[config.mk]
export PLATFORM = sky130hd
export DESIGN_NAME = irf_top
export DESIGN_NICKNAME = d
export VERILOG_FILES = /design/src/rtl/irf_pkg.sv /design/src/rtl/irf_regbus_if.sv /design/src/rtl/irf_ahb_slave.sv /design/src/rtl/irf_set_clear_reg.sv /design/src/rtl/irf_top.sv
export SDC_FILE = /design/constraint.sdc
export NUM_CORES = 1
export LEC_CHECK = 0
export BUFFER_PORTS_ARGS = -buffer_cell sky130_fd_sc_hd__buf_2
export CORE_MARGIN = 2
export CORE_UTILIZATION = 37
export DETAILED_ROUTE_END_ITERATION = 8
export GPL_TIMING_DRIVEN = 0
export MAX_ROUTING_LAYER = met4
export PLACE_DENSITY = 0.56
export SYNTH_ARGS = -nofsm -noshare
export SYNTH_HDL_FRONTEND = slang
export SYNTH_SLANG_ARGS = --single-unit
[constraint.sdc]
create_clock -name core_clk_i -period 5.15 [get_ports core_clk_i]
set_clock_uncertainty 0.05 [all_clocks]
set_input_delay 0.515 -clock core_clk_i [delete_from_list [all_inputs] [get_ports core_clk_i]]
set_output_delay 0.515 -clock core_clk_i [all_outputs]
set_load 0.03 [all_outputs]
[src/rtl/irf_pkg.sv]
// Constants, types and helpers shared by the interrupt request front end.
//
// Behaviour
// - Each of 32 request inputs is ORed with its software-force bit first.
// - Writing ones to software_force_set forces those requests; zeros keep; reads return force bits.
// - Writing ones to software_force_clear releases those forces; zeros leave them unchanged.
// - raw_request_status reads the combined requests, ignoring enable and category.
// - Reading request_enable_set returns ones where a request may reach an output.
// - Writing ones to request_enable_set enables those requests; zeros keep their state.
// - Writing ones to request_enable_clear disables those requests; zeros keep their state.
// - category_select is read-write and places each of 32 requests fast or normal.
// - normal_category_status shows requests asserted, enabled and normal; zero elsewhere.
// - normal_category_status makes no vectored versus non-vectored distinction.
// - Read-only fast_category_status shows requests asserted, enabled and fast.
package irf_pkg;

  // ----------------------------------------------------------------------
  // Widths.
  // ----------------------------------------------------------------------
  localparam int unsigned DATA_W = 32;
  localparam int unsigned NUM_REQ = 32;
  localparam int unsigned EVT_W = 2;

  // ----------------------------------------------------------------------
  // Register byte addresses.
  // ----------------------------------------------------------------------
  localparam logic [31:0] ADDR_NORMAL_STATUS = 32'hFFFFF000;
  localparam logic [31:0] ADDR_FAST_STATUS = 32'hFFFFF004;
  localparam logic [31:0] ADDR_RAW_STATUS = 32'hFFFFF008;
  localparam logic [31:0] ADDR_CATEGORY = 32'hFFFFF00C;
  localparam logic [31:0] ADDR_ENABLE_SET = 32'hFFFFF010;
  localparam logic [31:0] ADDR_ENABLE_CLEAR = 32'hFFFFF014;
  localparam logic [31:0] ADDR_FORCE_SET = 32'hFFFFF018;
  localparam logic [31:0] ADDR_FORCE_CLEAR = 32'hFFFFF01C;
  localparam logic [31:0] ADDR_EVT_STATUS = 32'hFFFFF040;
  localparam logic [31:0] ADDR_EVT_MASK = 32'hFFFFF044;

  // ----------------------------------------------------------------------
  // Reset values and field positions.
  // ----------------------------------------------------------------------
  localparam logic [31:0] RST_CATEGORY = 32'h00000000;
  localparam logic [31:0] RST_ENABLE = 32'h00000000;
  localparam logic [31:0] RST_FORCE = 32'h00000000;
  localparam logic [31:0] RST_HRDATA = 32'h00000000;
  localparam logic [31:0] RDATA_UNMAPPED = 32'h00000000;
  localparam logic [31:0] ADDR_RESET = 32'h00000000;
  localparam logic [1:0] RST_EVT = 2'h0;
  localparam int unsigned EVT_FAST_BIT = 0;
  localparam int unsigned EVT_NORMAL_BIT = 1;
  localparam logic [29:0] EVT_PAD = 30'h00000000;

  // ----------------------------------------------------------------------
  // Bus encodings.
  // ----------------------------------------------------------------------
  localparam int unsigned HTRANS_ACTIVE_BIT = 1;
  localparam logic [2:0] HSIZE_WORD = 3'h2;
  localparam logic HRESP_OKAY = 1'b0;

  typedef enum logic [1:0] {
    IRF_BUS_IDLE,
    IRF_BUS_WRITE,
    IRF_BUS_RD_FETCH,
    IRF_BUS_RD_DONE
  } irf_bus_state_t;

  // Word address match, ignoring the byte lane bits.
  function automatic logic irf_hit(input logic [31:0] addr, input logic [31:0] reg_addr);
    return addr[31:2] == reg_addr[31:2];
  endfunction : irf_hit

  // Write-one-to-set and write-one-to-clear updates.
  function automatic logic [31:0] irf_w1s(input logic [31:0] q, input logic [31:0] w);
    return q | w;
  endfunction : irf_w1s

  function automatic logic [31:0] irf_w1c(input logic [31:0] q, input logic [31:0] w);
    return q & ~w;
  endfunction : irf_w1c

endpackage : irf_pkg

[src/rtl/irf_regbus_if.sv]
// Register access carrier between the bus slave and the register file.
`timescale 1ns/100ps
`default_nettype none
interface irf_regbus_if;
  logic wr_en;
  logic [31:0] addr;
  logic [31:0] wdata;
  logic [31:0] rdata;

  modport bus_end (
    output wr_en,
    output addr,
    output wdata,
    input rdata
  );

  modport reg_end (
    input wr_en,
    input addr,
    input wdata,
    output rdata
  );
endinterface : irf_regbus_if
`default_nettype wire

[src/rtl/irf_ahb_slave.sv]
// AHB-Lite slave that turns bus transfers into register accesses.
`timescale 1ns/100ps
`default_nettype none
module irf_ahb_slave (
  // Clock and reset
  input wire logic core_clk_i,
  input wire logic rst_n_i,
  // AHB-Lite slave side
  input wire logic hsel_i,
  input wire logic [31:0] haddr_i,
  input wire logic [1:0] htrans_i,
  input wire logic hwrite_i,
  input wire logic [2:0] hsize_i,
  input wire logic [31:0] hwdata_i,
  input wire logic hready_i,
  output logic hreadyout_o,
  output logic hresp_o,
  output logic [31:0] hrdata_o,
  // Register side
  irf_regbus_if.bus_end regs
);

  irf_pkg::irf_bus_state_t state_q, state_d;
  logic [31:0] addr_q;
  logic word_q;
  logic [31:0] hrdata_q;

  // ----------------------------------------------------------------------
  // Address phase acceptance and data phase sequencing.
  // ----------------------------------------------------------------------
  wire accept = hsel_i && htrans_i[irf_pkg::HTRANS_ACTIVE_BIT] && hready_i;
  wire fetching = state_q == irf_pkg::IRF_BUS_RD_FETCH;

  always_comb begin
    case (state_q)
      irf_pkg::IRF_BUS_RD_FETCH: state_d = irf_pkg::IRF_BUS_RD_DONE;
      default: begin
        if (accept) begin
          state_d = hwrite_i ? irf_pkg::IRF_BUS_WRITE : irf_pkg::IRF_BUS_RD_FETCH;
        end else begin
          state_d = irf_pkg::IRF_BUS_IDLE;
        end
      end
    endcase
  end

  always_ff @(posedge core_clk_i) begin
    if (!rst_n_i) begin
      state_q <= irf_pkg::IRF_BUS_IDLE;
      addr_q <= irf_pkg::ADDR_RESET;
      word_q <= 1'b0;
      hrdata_q <= irf_pkg::RST_HRDATA;
    end else begin
      state_q <= state_d;
      if (accept) begin
        addr_q <= haddr_i;
        word_q <= hsize_i == irf_pkg::HSIZE_WORD;
      end
      if (fetching) begin
        hrdata_q <= regs.rdata;
      end
    end
  end

  // ----------------------------------------------------------------------
  // Outputs.
  // ----------------------------------------------------------------------
  assign regs.wr_en = (state_q == irf_pkg::IRF_BUS_WRITE) && word_q;
  assign regs.addr = addr_q;
  assign regs.wdata = hwdata_i;
  assign hreadyout_o = !fetching;
  assign hresp_o = irf_pkg::HRESP_OKAY;
  assign hrdata_o = hrdata_q;

endmodule : irf_ahb_slave
`default_nettype wire

[src/rtl/irf_set_clear_reg.sv]
// Register with separate write-one-to-set and write-one-to-clear ports.
`timescale 1ns/100ps
`default_nettype none
module irf_set_clear_reg (
  // Clock and reset
  input wire logic core_clk_i,
  input wire logic rst_n_i,
  // Update strobes and data
  input wire logic set_en_i,
  input wire logic clr_en_i,
  input wire logic [31:0] wdata_i,
  input wire logic [31:0] rst_val_i,
  // Stored value
  output logic [31:0] q_o
);

  logic [31:0] q_q;
  logic [31:0] q_d;

  // Only one of the strobes can be high, since they come from distinct addresses.
  assign q_d = set_en_i ? irf_pkg::irf_w1s(q_q, wdata_i) :
               clr_en_i ? irf_pkg::irf_w1c(q_q, wdata_i) : q_q;

  always_ff @(posedge core_clk_i) begin
    if (!rst_n_i) begin
      q_q <= rst_val_i;
    end else begin
      q_q <= q_d;
    end
  end

  assign q_o = q_q;

endmodule : irf_set_clear_reg
`default_nettype wire

[src/rtl/irf_top.sv]
// Interrupt request front end: request merging, enabling and categorising.
`timescale 1ns/100ps
`default_nettype none
module irf_top (
  // Clock and reset
  input wire logic core_clk_i,
  input wire logic rst_n_i,
  // AHB-Lite register bus
  input wire logic hsel_i,
  input wire logic [31:0] haddr_i,
  input wire logic [1:0] htrans_i,
  input wire logic hwrite_i,
  input wire logic [2:0] hsize_i,
  input wire logic [31:0] hwdata_i,
  input wire logic hready_i,
  output logic hreadyout_o,
  output logic hresp_o,
  output logic [31:0] hrdata_o,
  // Peripheral request lines
  input wire logic [31:0] periph_req_i,
  // Processor interrupt lines
  output logic fast_irq_o,
  output logic normal_irq_o,
  // Event interrupt
  output logic evt_irq_o
);

  // ----------------------------------------------------------------------
  // Bus slave.
  // ----------------------------------------------------------------------
  irf_regbus_if regs ();

  irf_ahb_slave u_bus (
    .core_clk_i(core_clk_i),
    .rst_n_i(rst_n_i),
    .hsel_i(hsel_i),
    .haddr_i(haddr_i),
    .htrans_i(htrans_i),
    .hwrite_i(hwrite_i),
    .hsize_i(hsize_i),
    .hwdata_i(hwdata_i),
    .hready_i(hready_i),
    .hreadyout_o(hreadyout_o),
    .hresp_o(hresp_o),
    .hrdata_o(hrdata_o),
    .regs(regs)
  );

  // ----------------------------------------------------------------------
  // Address decode.
  // ----------------------------------------------------------------------
  wire hit_normal = irf_pkg::irf_hit(regs.addr, irf_pkg::ADDR_NORMAL_STATUS);
  wire hit_fast = irf_pkg::irf_hit(regs.addr, irf_pkg::ADDR_FAST_STATUS);
  wire hit_raw = irf_pkg::irf_hit(regs.addr, irf_pkg::ADDR_RAW_STATUS);
  wire hit_category = irf_pkg::irf_hit(regs.addr, irf_pkg::ADDR_CATEGORY);
  wire hit_en_set = irf_pkg::irf_hit(regs.addr, irf_pkg::ADDR_ENABLE_SET);
  wire hit_en_clr = irf_pkg::irf_hit(regs.addr, irf_pkg::ADDR_ENABLE_CLEAR);
  wire hit_force_set = irf_pkg::irf_hit(regs.addr, irf_pkg::ADDR_FORCE_SET);
  wire hit_force_clr = irf_pkg::irf_hit(regs.addr, irf_pkg::ADDR_FORCE_CLEAR);
  wire hit_evt_status = irf_pkg::irf_hit(regs.addr, irf_pkg::ADDR_EVT_STATUS);
  wire hit_evt_mask = irf_pkg::irf_hit(regs.addr, irf_pkg::ADDR_EVT_MASK);

  // ----------------------------------------------------------------------
  // Write strobes.
  // ----------------------------------------------------------------------
  wire wr_category = regs.wr_en && hit_category;
  wire wr_en_set = regs.wr_en && hit_en_set;
  wire wr_en_clr = regs.wr_en && hit_en_clr;
  wire wr_force_set = regs.wr_en && hit_force_set;
  wire wr_force_clr = regs.wr_en && hit_force_clr;
  wire wr_evt_status = regs.wr_en && hit_evt_status;
  wire wr_evt_mask = regs.wr_en && hit_evt_mask;

  // ----------------------------------------------------------------------
  // Software-force bits.
  // ----------------------------------------------------------------------
  logic [31:0] force_q;

  irf_set_clear_reg u_force (
    .core_clk_i(core_clk_i),
    .rst_n_i(rst_n_i),
    .set_en_i(wr_force_set),
    .clr_en_i(wr_force_clr),
    .wdata_i(regs.wdata),
    .rst_val_i(irf_pkg::RST_FORCE),
    .q_o(force_q)
  );

  // ----------------------------------------------------------------------
  // Enable bits.
  // ----------------------------------------------------------------------
  logic [31:0] enable_q;

  irf_set_clear_reg u_enable (
    .core_clk_i(core_clk_i),
    .rst_n_i(rst_n_i),
    .set_en_i(wr_en_set),
    .clr_en_i(wr_en_clr),
    .wdata_i(regs.wdata),
    .rst_val_i(irf_pkg::RST_ENABLE),
    .q_o(enable_q)
  );

  // ----------------------------------------------------------------------
  // Category select.
  // ----------------------------------------------------------------------
  logic [31:0] category_q;
  logic [31:0] category_d;

  assign category_d = wr_category ? regs.wdata : category_q;

  always_ff @(posedge core_clk_i) begin
    if (!rst_n_i) begin
      category_q <= irf_pkg::RST_CATEGORY;
    end else begin
      category_q <= category_d;
    end
  end

  // ----------------------------------------------------------------------
  // Request merging and categorising.
  // ----------------------------------------------------------------------
  wire [31:0] raw_req = periph_req_i | force_q;
  wire [31:0] enabled_req = raw_req & enable_q;
  wire [31:0] fast_status = enabled_req & category_q;
  wire [31:0] normal_status = enabled_req & ~category_q;
  wire fast_any = |fast_status;
  wire normal_any = |normal_status;

  assign fast_irq_o = fast_any;
  assign normal_irq_o = normal_any;

  // ----------------------------------------------------------------------
  // Event status and mask.
  // ----------------------------------------------------------------------
  logic fast_any_q;
  logic normal_any_q;
  logic [irf_pkg::EVT_W-1:0] evt_status_q;
  logic [irf_pkg::EVT_W-1:0] evt_status_d;
  logic [irf_pkg::EVT_W-1:0] evt_mask_q;
  logic [irf_pkg::EVT_W-1:0] evt_mask_d;
  logic [irf_pkg::EVT_W-1:0] evt_new;
  logic [irf_pkg::EVT_W-1:0] evt_clr;

  always_comb begin
    evt_new = irf_pkg::RST_EVT;
    evt_new[irf_pkg::EVT_FAST_BIT] = fast_any && !fast_any_q;
    evt_new[irf_pkg::EVT_NORMAL_BIT] = normal_any && !normal_any_q;
  end

  assign evt_clr = wr_evt_status ? regs.wdata[irf_pkg::EVT_W-1:0] : irf_pkg::RST_EVT;
  assign evt_status_d = (evt_status_q & ~evt_clr) | evt_new;
  assign evt_mask_d = wr_evt_mask ? regs.wdata[irf_pkg::EVT_W-1:0] : evt_mask_q;

  always_ff @(posedge core_clk_i) begin
    if (!rst_n_i) begin
      fast_any_q <= 1'b0;
      normal_any_q <= 1'b0;
      evt_status_q <= irf_pkg::RST_EVT;
      evt_mask_q <= irf_pkg::RST_EVT;
    end else begin
      fast_any_q <= fast_any;
      normal_any_q <= normal_any;
      evt_status_q <= evt_status_d;
      evt_mask_q <= evt_mask_d;
    end
  end

  assign evt_irq_o = |(evt_status_q & evt_mask_q);

  // ----------------------------------------------------------------------
  // Read data selection.
  // ----------------------------------------------------------------------
  wire [31:0] rd_normal = hit_normal ? normal_status : irf_pkg::RDATA_UNMAPPED;
  wire [31:0] rd_fast = hit_fast ? fast_status : irf_pkg::RDATA_UNMAPPED;
  wire [31:0] rd_raw = hit_raw ? raw_req : irf_pkg::RDATA_UNMAPPED;
  wire [31:0] rd_category = hit_category ? category_q : irf_pkg::RDATA_UNMAPPED;
  wire [31:0] rd_enable = hit_en_set ? enable_q : irf_pkg::RDATA_UNMAPPED;
  wire [31:0] rd_force = hit_force_set ? force_q : irf_pkg::RDATA_UNMAPPED;
  wire [31:0] rd_evt_status = hit_evt_status ? {irf_pkg::EVT_PAD, evt_status_q} :
                              irf_pkg::RDATA_UNMAPPED;
  wire [31:0] rd_evt_mask = hit_evt_mask ? {irf_pkg::EVT_PAD, evt_mask_q} :
                            irf_pkg::RDATA_UNMAPPED;

  assign regs.rdata = rd_normal | rd_fast | rd_raw | rd_category | rd_enable |
                      rd_force | rd_evt_status | rd_evt_mask;

endmodule : irf_top
`default_nettype wire

==> impl_metrics.yaml, run 1 <==
yosys:
  netlist_area_um2: 8290
  ys_ff_latch: 167
  synth-seq-area-share: 0.404
  synth-async-reset-ratio: 0
  syn_area_per_cell_um2: 7.52
  ys_types: 54
  ys.flop_type: "dfxtp_1"
  synth_enable_flop_cells: 0
  synth_fp_nets: 1208
  postSynthCellCount: 1102
  yosys_warnings: 0
floorplanning:
  start_util: 0.378
  rows: 54
  core-area_um2: 21900
  die_w_um: 154
  fp.dieH_um: 154
  die_area_um2: 23600
  boundaryPins: 143
sta:
  tightest_slew_ns: 0.985
  grt_setup_unrepaired: "false"
  setup_viol: 0
  relSlewSlack: 0.341
  holdWs_ns: 0.262
  fin_crit_ns: 3.23
  timing.final.crit_share: 0.626
  max_clock_freq_mhz: 310
  slew_viol_final: 0
  hold_viol: 0
  setup_tns_ns: 0
cells_and_area:
  synthToLayoutAreaGrowth_pct: 20.1
  layout.cells.non_filler: 1553
  nNetsFinal: 1365
  drive_gt1_frac: 0.159
  final_common_cell: "nand2_1"
  num-fill-cells: 2317
  mostFrequentLayoutCells: "240 x nand2_1, 167 x dfxtp_1, 155 x a21oi_1, 148 x buf_2, 112 x o21ai_0"
worst_setup_path:
  critPathMaxFanout: 4
  critPathCaptureType: "output pin"
  worstPathCellList: "o21ai_0 -> o2111ai_1 -> nor4_1 -> nand3_1 -> buf_2"
  crit_family: "compound AO/OA/AOI/OAI gates"
  cp-start-kind: "flip-flop"
  worst_ep_arrival_time_ns: 2.66
  worstSetupPathType: "flip-flop to output pin"
  worstPathRequired_ns: 4.59
  crit_path_max_incr_delay_ns: 0.57
  path_buf_inv: 1
  crit_path_top_delay_cell: "o21ai_0"
global_route:
  grt_pass1_vias: 8227
  track_usage: 0.281
  grt_max_degree: 17
  antenna_found_initial: 1
  grt_pass1_wl_um: 49000
  grt-ovfl-total: 0
cts:
  cts_root_buffer: "clkbuf_16"
  clock-sinks: 167
  clockBufferDepth: 2
  ctsResizeCount: 0
  cts_htree_levels: 4
  path_clk_slew_ns: 0.07
  cts_tree: "done"
  cts_hold_buf: 0
  cts_buffers: 17
  cts_post_setup_buffers_inserted: 0
  worstSkewPairLatency_ns: 0.44
drt:
  route.vias.total: 8919
  wirelength_um: 32400
  postRouteAntennaNets: 0
  wl_per_cell_um: 20.8
  detail_route.wirelength.met1_um: 14000
  drc: 0
  wl_met2_um: 14500
  top_layer_used: "met4"
  wl_met3_um: 2820
  drtIter0Drc: 976
  via_per_inst: 5.74
  firstDrtPassIters: 7
pwr:
  cellPowerDensity_nw_per_um2: 291
  netSwitchingFraction: 0.255
  pwr-share-seq: 0.452
  p_leak_nw: 4.25
  p_int_mw: 2.16
  ir_worst_vdd_uv: 182
  finalPower_mw: 2.89
  clkPwrFrac: 0.477
  power.net_switching_uw: 737
  comb_power_share: 0.071
placed_design:
  hpwl_um: 24000
  dp.cells: 1520
  place_congestion: 0.966
  numPortBuffers: 138
outcome:
  status: "finished, final reports clean"
hold_path:
  min_path_type: "primary input to flip-flop"
flow_run:
  max_cap_viol_count: 0
[per-layer routing]
| layer | GRT usage | up-vias |
|---|---|---|
| li1 | - | 4236 |
| met1 | 0.370 | 4184 |
| met2 | 0.427 | 434 |
| met3 | 0.0530 | 65 |
| met4 | 0.107 | 0 |
| met5 | - | - |
[final cells by class]
cell class	count	area, um^2	share of cell area
buffer	74	362	0.0363
timing repair buffer	138	691	0.0694
inverter	18	67.6	0.00679
clock inverter	14	185	0.0186
multi-input combinational	843	4510	0.453
sequential	167	3340	0.336
antenna	1	2.50	0.000251
tap	280	350	0.0352
clock buffer	18	439	0.0441
[cell usage after synthesis, drive strengths merged (8+ instances only)]
library cell	instances	area share
nor2	75	0.034
nand2b	8	0.0060
and3b	8	0.0085
a21o	64	0.058
nand2	240	0.11
a221oi	12	0.013
o211ai	23	0.021
dfxtp	167	0.40
o22ai	20	0.015
a211oi	10	0.0091
inv	17	0.0077
nor2b	23	0.017
nand3	8	0.0048
a21oi	155	0.094
buf	24	0.021
o21ai	112	0.068
o32ai	9	0.0095
clkbuf	50	0.023
[stage by stage]
step | setup WS (ns) | util | area, um^2
final | 1.92 | 0.455 | 9950
after global routing | 1.90 | 0.455 | 9950
after CTS | 2.02 | 0.455 | 9950
after detailed placement | 2.22 | 0.426 | 9330
after global placement | 2.18 | 0.426 | 9330
after floorplan | 2.93 | - | 8290
[kinds of logic after synthesis]
group,after synthesis,synth area share
DFF,167,0.404
muxes,4,0.00483
xor gates and xnor gates,1,0.00106
other,1,0.000453
and+or+nand+nor,397,0.217
AOI/OAI and AO/OA,440,0.322
buffers and inverters,92,0.0518
[power by group through the flow]
stage / Clock (mW) / Sequential (mW) / Combinational (mW)
floorplan: 0 / 1.34 / 0.0843
global placement: 0 / 1.34 / 0.200
detailed placement: 0 / 1.34 / 0.201
CTS: 1.39 / 1.31 / 0.202
global route: 1.45 / 1.31 / 0.220
finish: 1.38 / 1.31 / 0.205
[worst register-to-register path, stage by stage (launching register included)]
cell and delay (ns):
dfxtp_1 0.30, clkbuf_1 0.18, buf_1 0.39, nor2_1 0.88, clkbuf_1 0.64, o21ai_0 0.26, a211oi_1 0.25
[path summary, 6_finish.rpt]
check                                        start             endpoint  slack (ns)  cells past startpoint
worst max-delay path                     flip-flop           fast_irq_o        1.92                      5
worst min-delay path                   haddr_i[22]  u_bus.regs.addr[22]        0.26                      3
worst max register to register  u_bus.regs.addr[2]   u_bus.hrdata_o[21]        2.13                      6
worst min register to register        normal_any_q      evt_status_q[1]        0.39                      1
No activity file was read; power rests on OpenSTA's default activity.
==> run 2, diff against run 1 <==
--- a/config.mk
+++ b/config.mk
@@ -11,7 +11,7 @@
 export DETAILED_ROUTE_END_ITERATION = 8
 export GPL_TIMING_DRIVEN = 0
 export MAX_ROUTING_LAYER = met4
-export PLACE_DENSITY = 0.56
+export PLACE_DENSITY = 0.58
 export SYNTH_ARGS = -nofsm -noshare
 export SYNTH_HDL_FRONTEND = slang
 export SYNTH_SLANG_ARGS = --single-unit
==> constraint.sdc (replaced) <==
create_clock -name core_clk_i -period 2.75 [get_ports core_clk_i]
set_clock_uncertainty 0.05 [all_clocks]
set_input_delay 0.275 -clock core_clk_i [delete_from_list [all_inputs] [get_ports core_clk_i]]
set_output_delay 0.275 -clock core_clk_i [all_outputs]
set_load 0.03 [all_outputs]
==> impl_metrics.yaml, run 2 (same netlist as run 1, synthesis figures left out) <==
floorplanning:
  start_util: 0.378
  die_w_um: 154
  boundaryPins: 143
  fp.dieH_um: 154
  die_area_um2: 23600
  core-area_um2: 21900
  rows: 54
sta:
  setup_viol: 1
  fin_crit_ns: 2.76
  hold_viol: 0
  tightest_slew_ns: 0.867
  setup_tns_ns: -0.00543
  max_clock_freq_mhz: 363
  holdWs_ns: 0.0213
  slew_viol_final: 0
  relSlewSlack: 0.420
  grt_setup_unrepaired: "false"
  finalWorstSetupSlack_ns: -0.00543
  timing.final.crit_share: 1.00
drt:
  drc: 0
  wirelength_um: 32200
  via_per_inst: 5.75
  wl_per_cell_um: 20.7
  drtIter0Drc: 978
  route.vias.total: 8928
  firstDrtPassIters: 6
  postRouteAntennaNets: 0
worst_setup_path:
  worstPathCellList: "o21ai_0 -> o32ai_1 -> nor4_1 -> nand3_1 -> nor2_2 -> inv_1 -> buf_2"
  worst_ep_arrival_time_ns: 2.43
  cp-start-kind: "flip-flop"
  crit_family: "simple AND/OR/NAND/NOR gates"
  worstSetupEndpoint: "normal_irq_o"
  crit_path_top_delay_cell: "o21ai_0"
  critPathMaxFanout: 5
  rr_startpoint: "u_bus.regs.addr[8]"
  critPathCaptureType: "output pin"
  crit_path_max_incr_delay_ns: 0.40
  worstPathRequired_ns: 2.42
  cp.depth: 7
  rrSetupSlack_ns: 0.07
  worstSetupPathType: "flip-flop to output pin"
  reg2reg_depth: 6
  path_buf_inv: 2
cells_and_area:
  synthToLayoutAreaGrowth_pct: 20.3
  register_area_um2: 3340
  insertedDiodeCount: 0
  num-fill-cells: 2301
  mostFrequentLayoutCells: "240 x nand2_1, 167 x dfxtp_1, 155 x a21oi_1, 148 x buf_2, 107 x o21ai_0"
  nNetsFinal: 1368
  layout.cells.non_filler: 1554
  final_common_cell: "nand2_1"
  multi_input_area_um2: 4550
  drive_gt1_frac: 0.166
outcome:
  status: "finished with violations"
  violations: "setup timing"
cts:
  cts_root_buffer: "clkbuf_16"
  cts_hold_buf: 0
  clock-sinks: 167
  path_clk_slew_ns: 0.07
  cts_buffers: 17
  clockBufferDepth: 2
  worstSkewPairLatency_ns: 0.44
  cts_tree: "done"
  cts_htree_levels: 4
global_route:
  grt_pass1_vias: 8095
  antenna_found_initial: 0
  grt_pass1_wl_um: 48400
  track_usage: 0.277
  grt-ovfl-total: 0
  grt_max_degree: 17
placed_design:
  place_congestion: 1.00
  numPortBuffers: 138
  dp.cells: 1520
  hpwl_um: 23800
pwr:
  finalPower_mw: 5.22
  cellPowerDensity_nw_per_um2: 524
  p_leak_nw: 4.27
  ir_worst_vdd_uv: 364
flow_run:
  max_cap_viol_count: 0
hold_path:
  min_path_type: "primary input to flip-flop"
[run 2: final cells by class]
cell class	count	area share
repair buffers	141	0.0716
clock inverters	11	0.0116
clock buffers	20	0.0458
inverters	18	0.00678
multi-input cells	843	0.457
well taps	280	0.0352
plain buffers	74	0.0370
flip-flops and latches	167	0.335
[run 2: per-stage QoR]
stage          cell area (um^2)  setup slack (ns)  utilization
4_1_cts                    9910            0.0113        0.453
3_3_place_gp               9330            -0.126        0.426
6_report                   9970          -0.00543        0.455
5_1_grt                    9970            0.0102        0.455
3_5_place_dp               9330            -0.111        0.426
2_1_floorplan              8290             0.533            -
[run 2: worst min-delay path by stage]
stage                      startpoint             endpoint  slack (ns)  cells past startpoint
floorplan                 hwdata_i[0]            flip-flop        0.33                      1
global placement    u_bus.hrdata_o[3]    u_bus.hrdata_o[3]        0.38                      2
detailed placement  u_bus.hrdata_o[6]    u_bus.hrdata_o[6]        0.39                      2
CTS                       haddr_i[16]  u_bus.regs.addr[16]        0.02                      3
global route               haddr_i[5]   u_bus.regs.addr[5]        0.03                      3
finish                    haddr_i[19]  u_bus.regs.addr[19]        0.02                      3
[run 2: report_power, final]
part / internal [mW] / switching (mW)
clock: 1.31 / 1.08
sequential: 2.44 / 0.0122
combinational: 0.118 / 0.267
[run 2: timing repair]
| action | in CTS | in global routing |
|---|---|---|
| setup endpoints to repair | 44 | 77 |
| pin swaps | 0 | 2 |
| gates resized for setup | 6 | 18 |
| buffers inserted | 0 | 3 |
[run 2: per-layer routing]
metal / vias to the layer above / global-route usage / wire length (um)
met5: - / - / 0
met4: 0 / 0.0957 / 1040
met3: 79 / 0.0471 / 2700
met2: 428 / 0.425 / 14300
met1: 4173 / 0.369 / 14100
li1: 4248 / - / -
[run 2: worst reg2reg max path, cell delays in order, from the launching register on]
cell and delay, ns:
dfxtp_1 0.31, or4b_4 0.54, nor4_4 0.33, nand4_2 0.29
nor3_2 0.50, buf_2 0.44, a21o_1 0.17
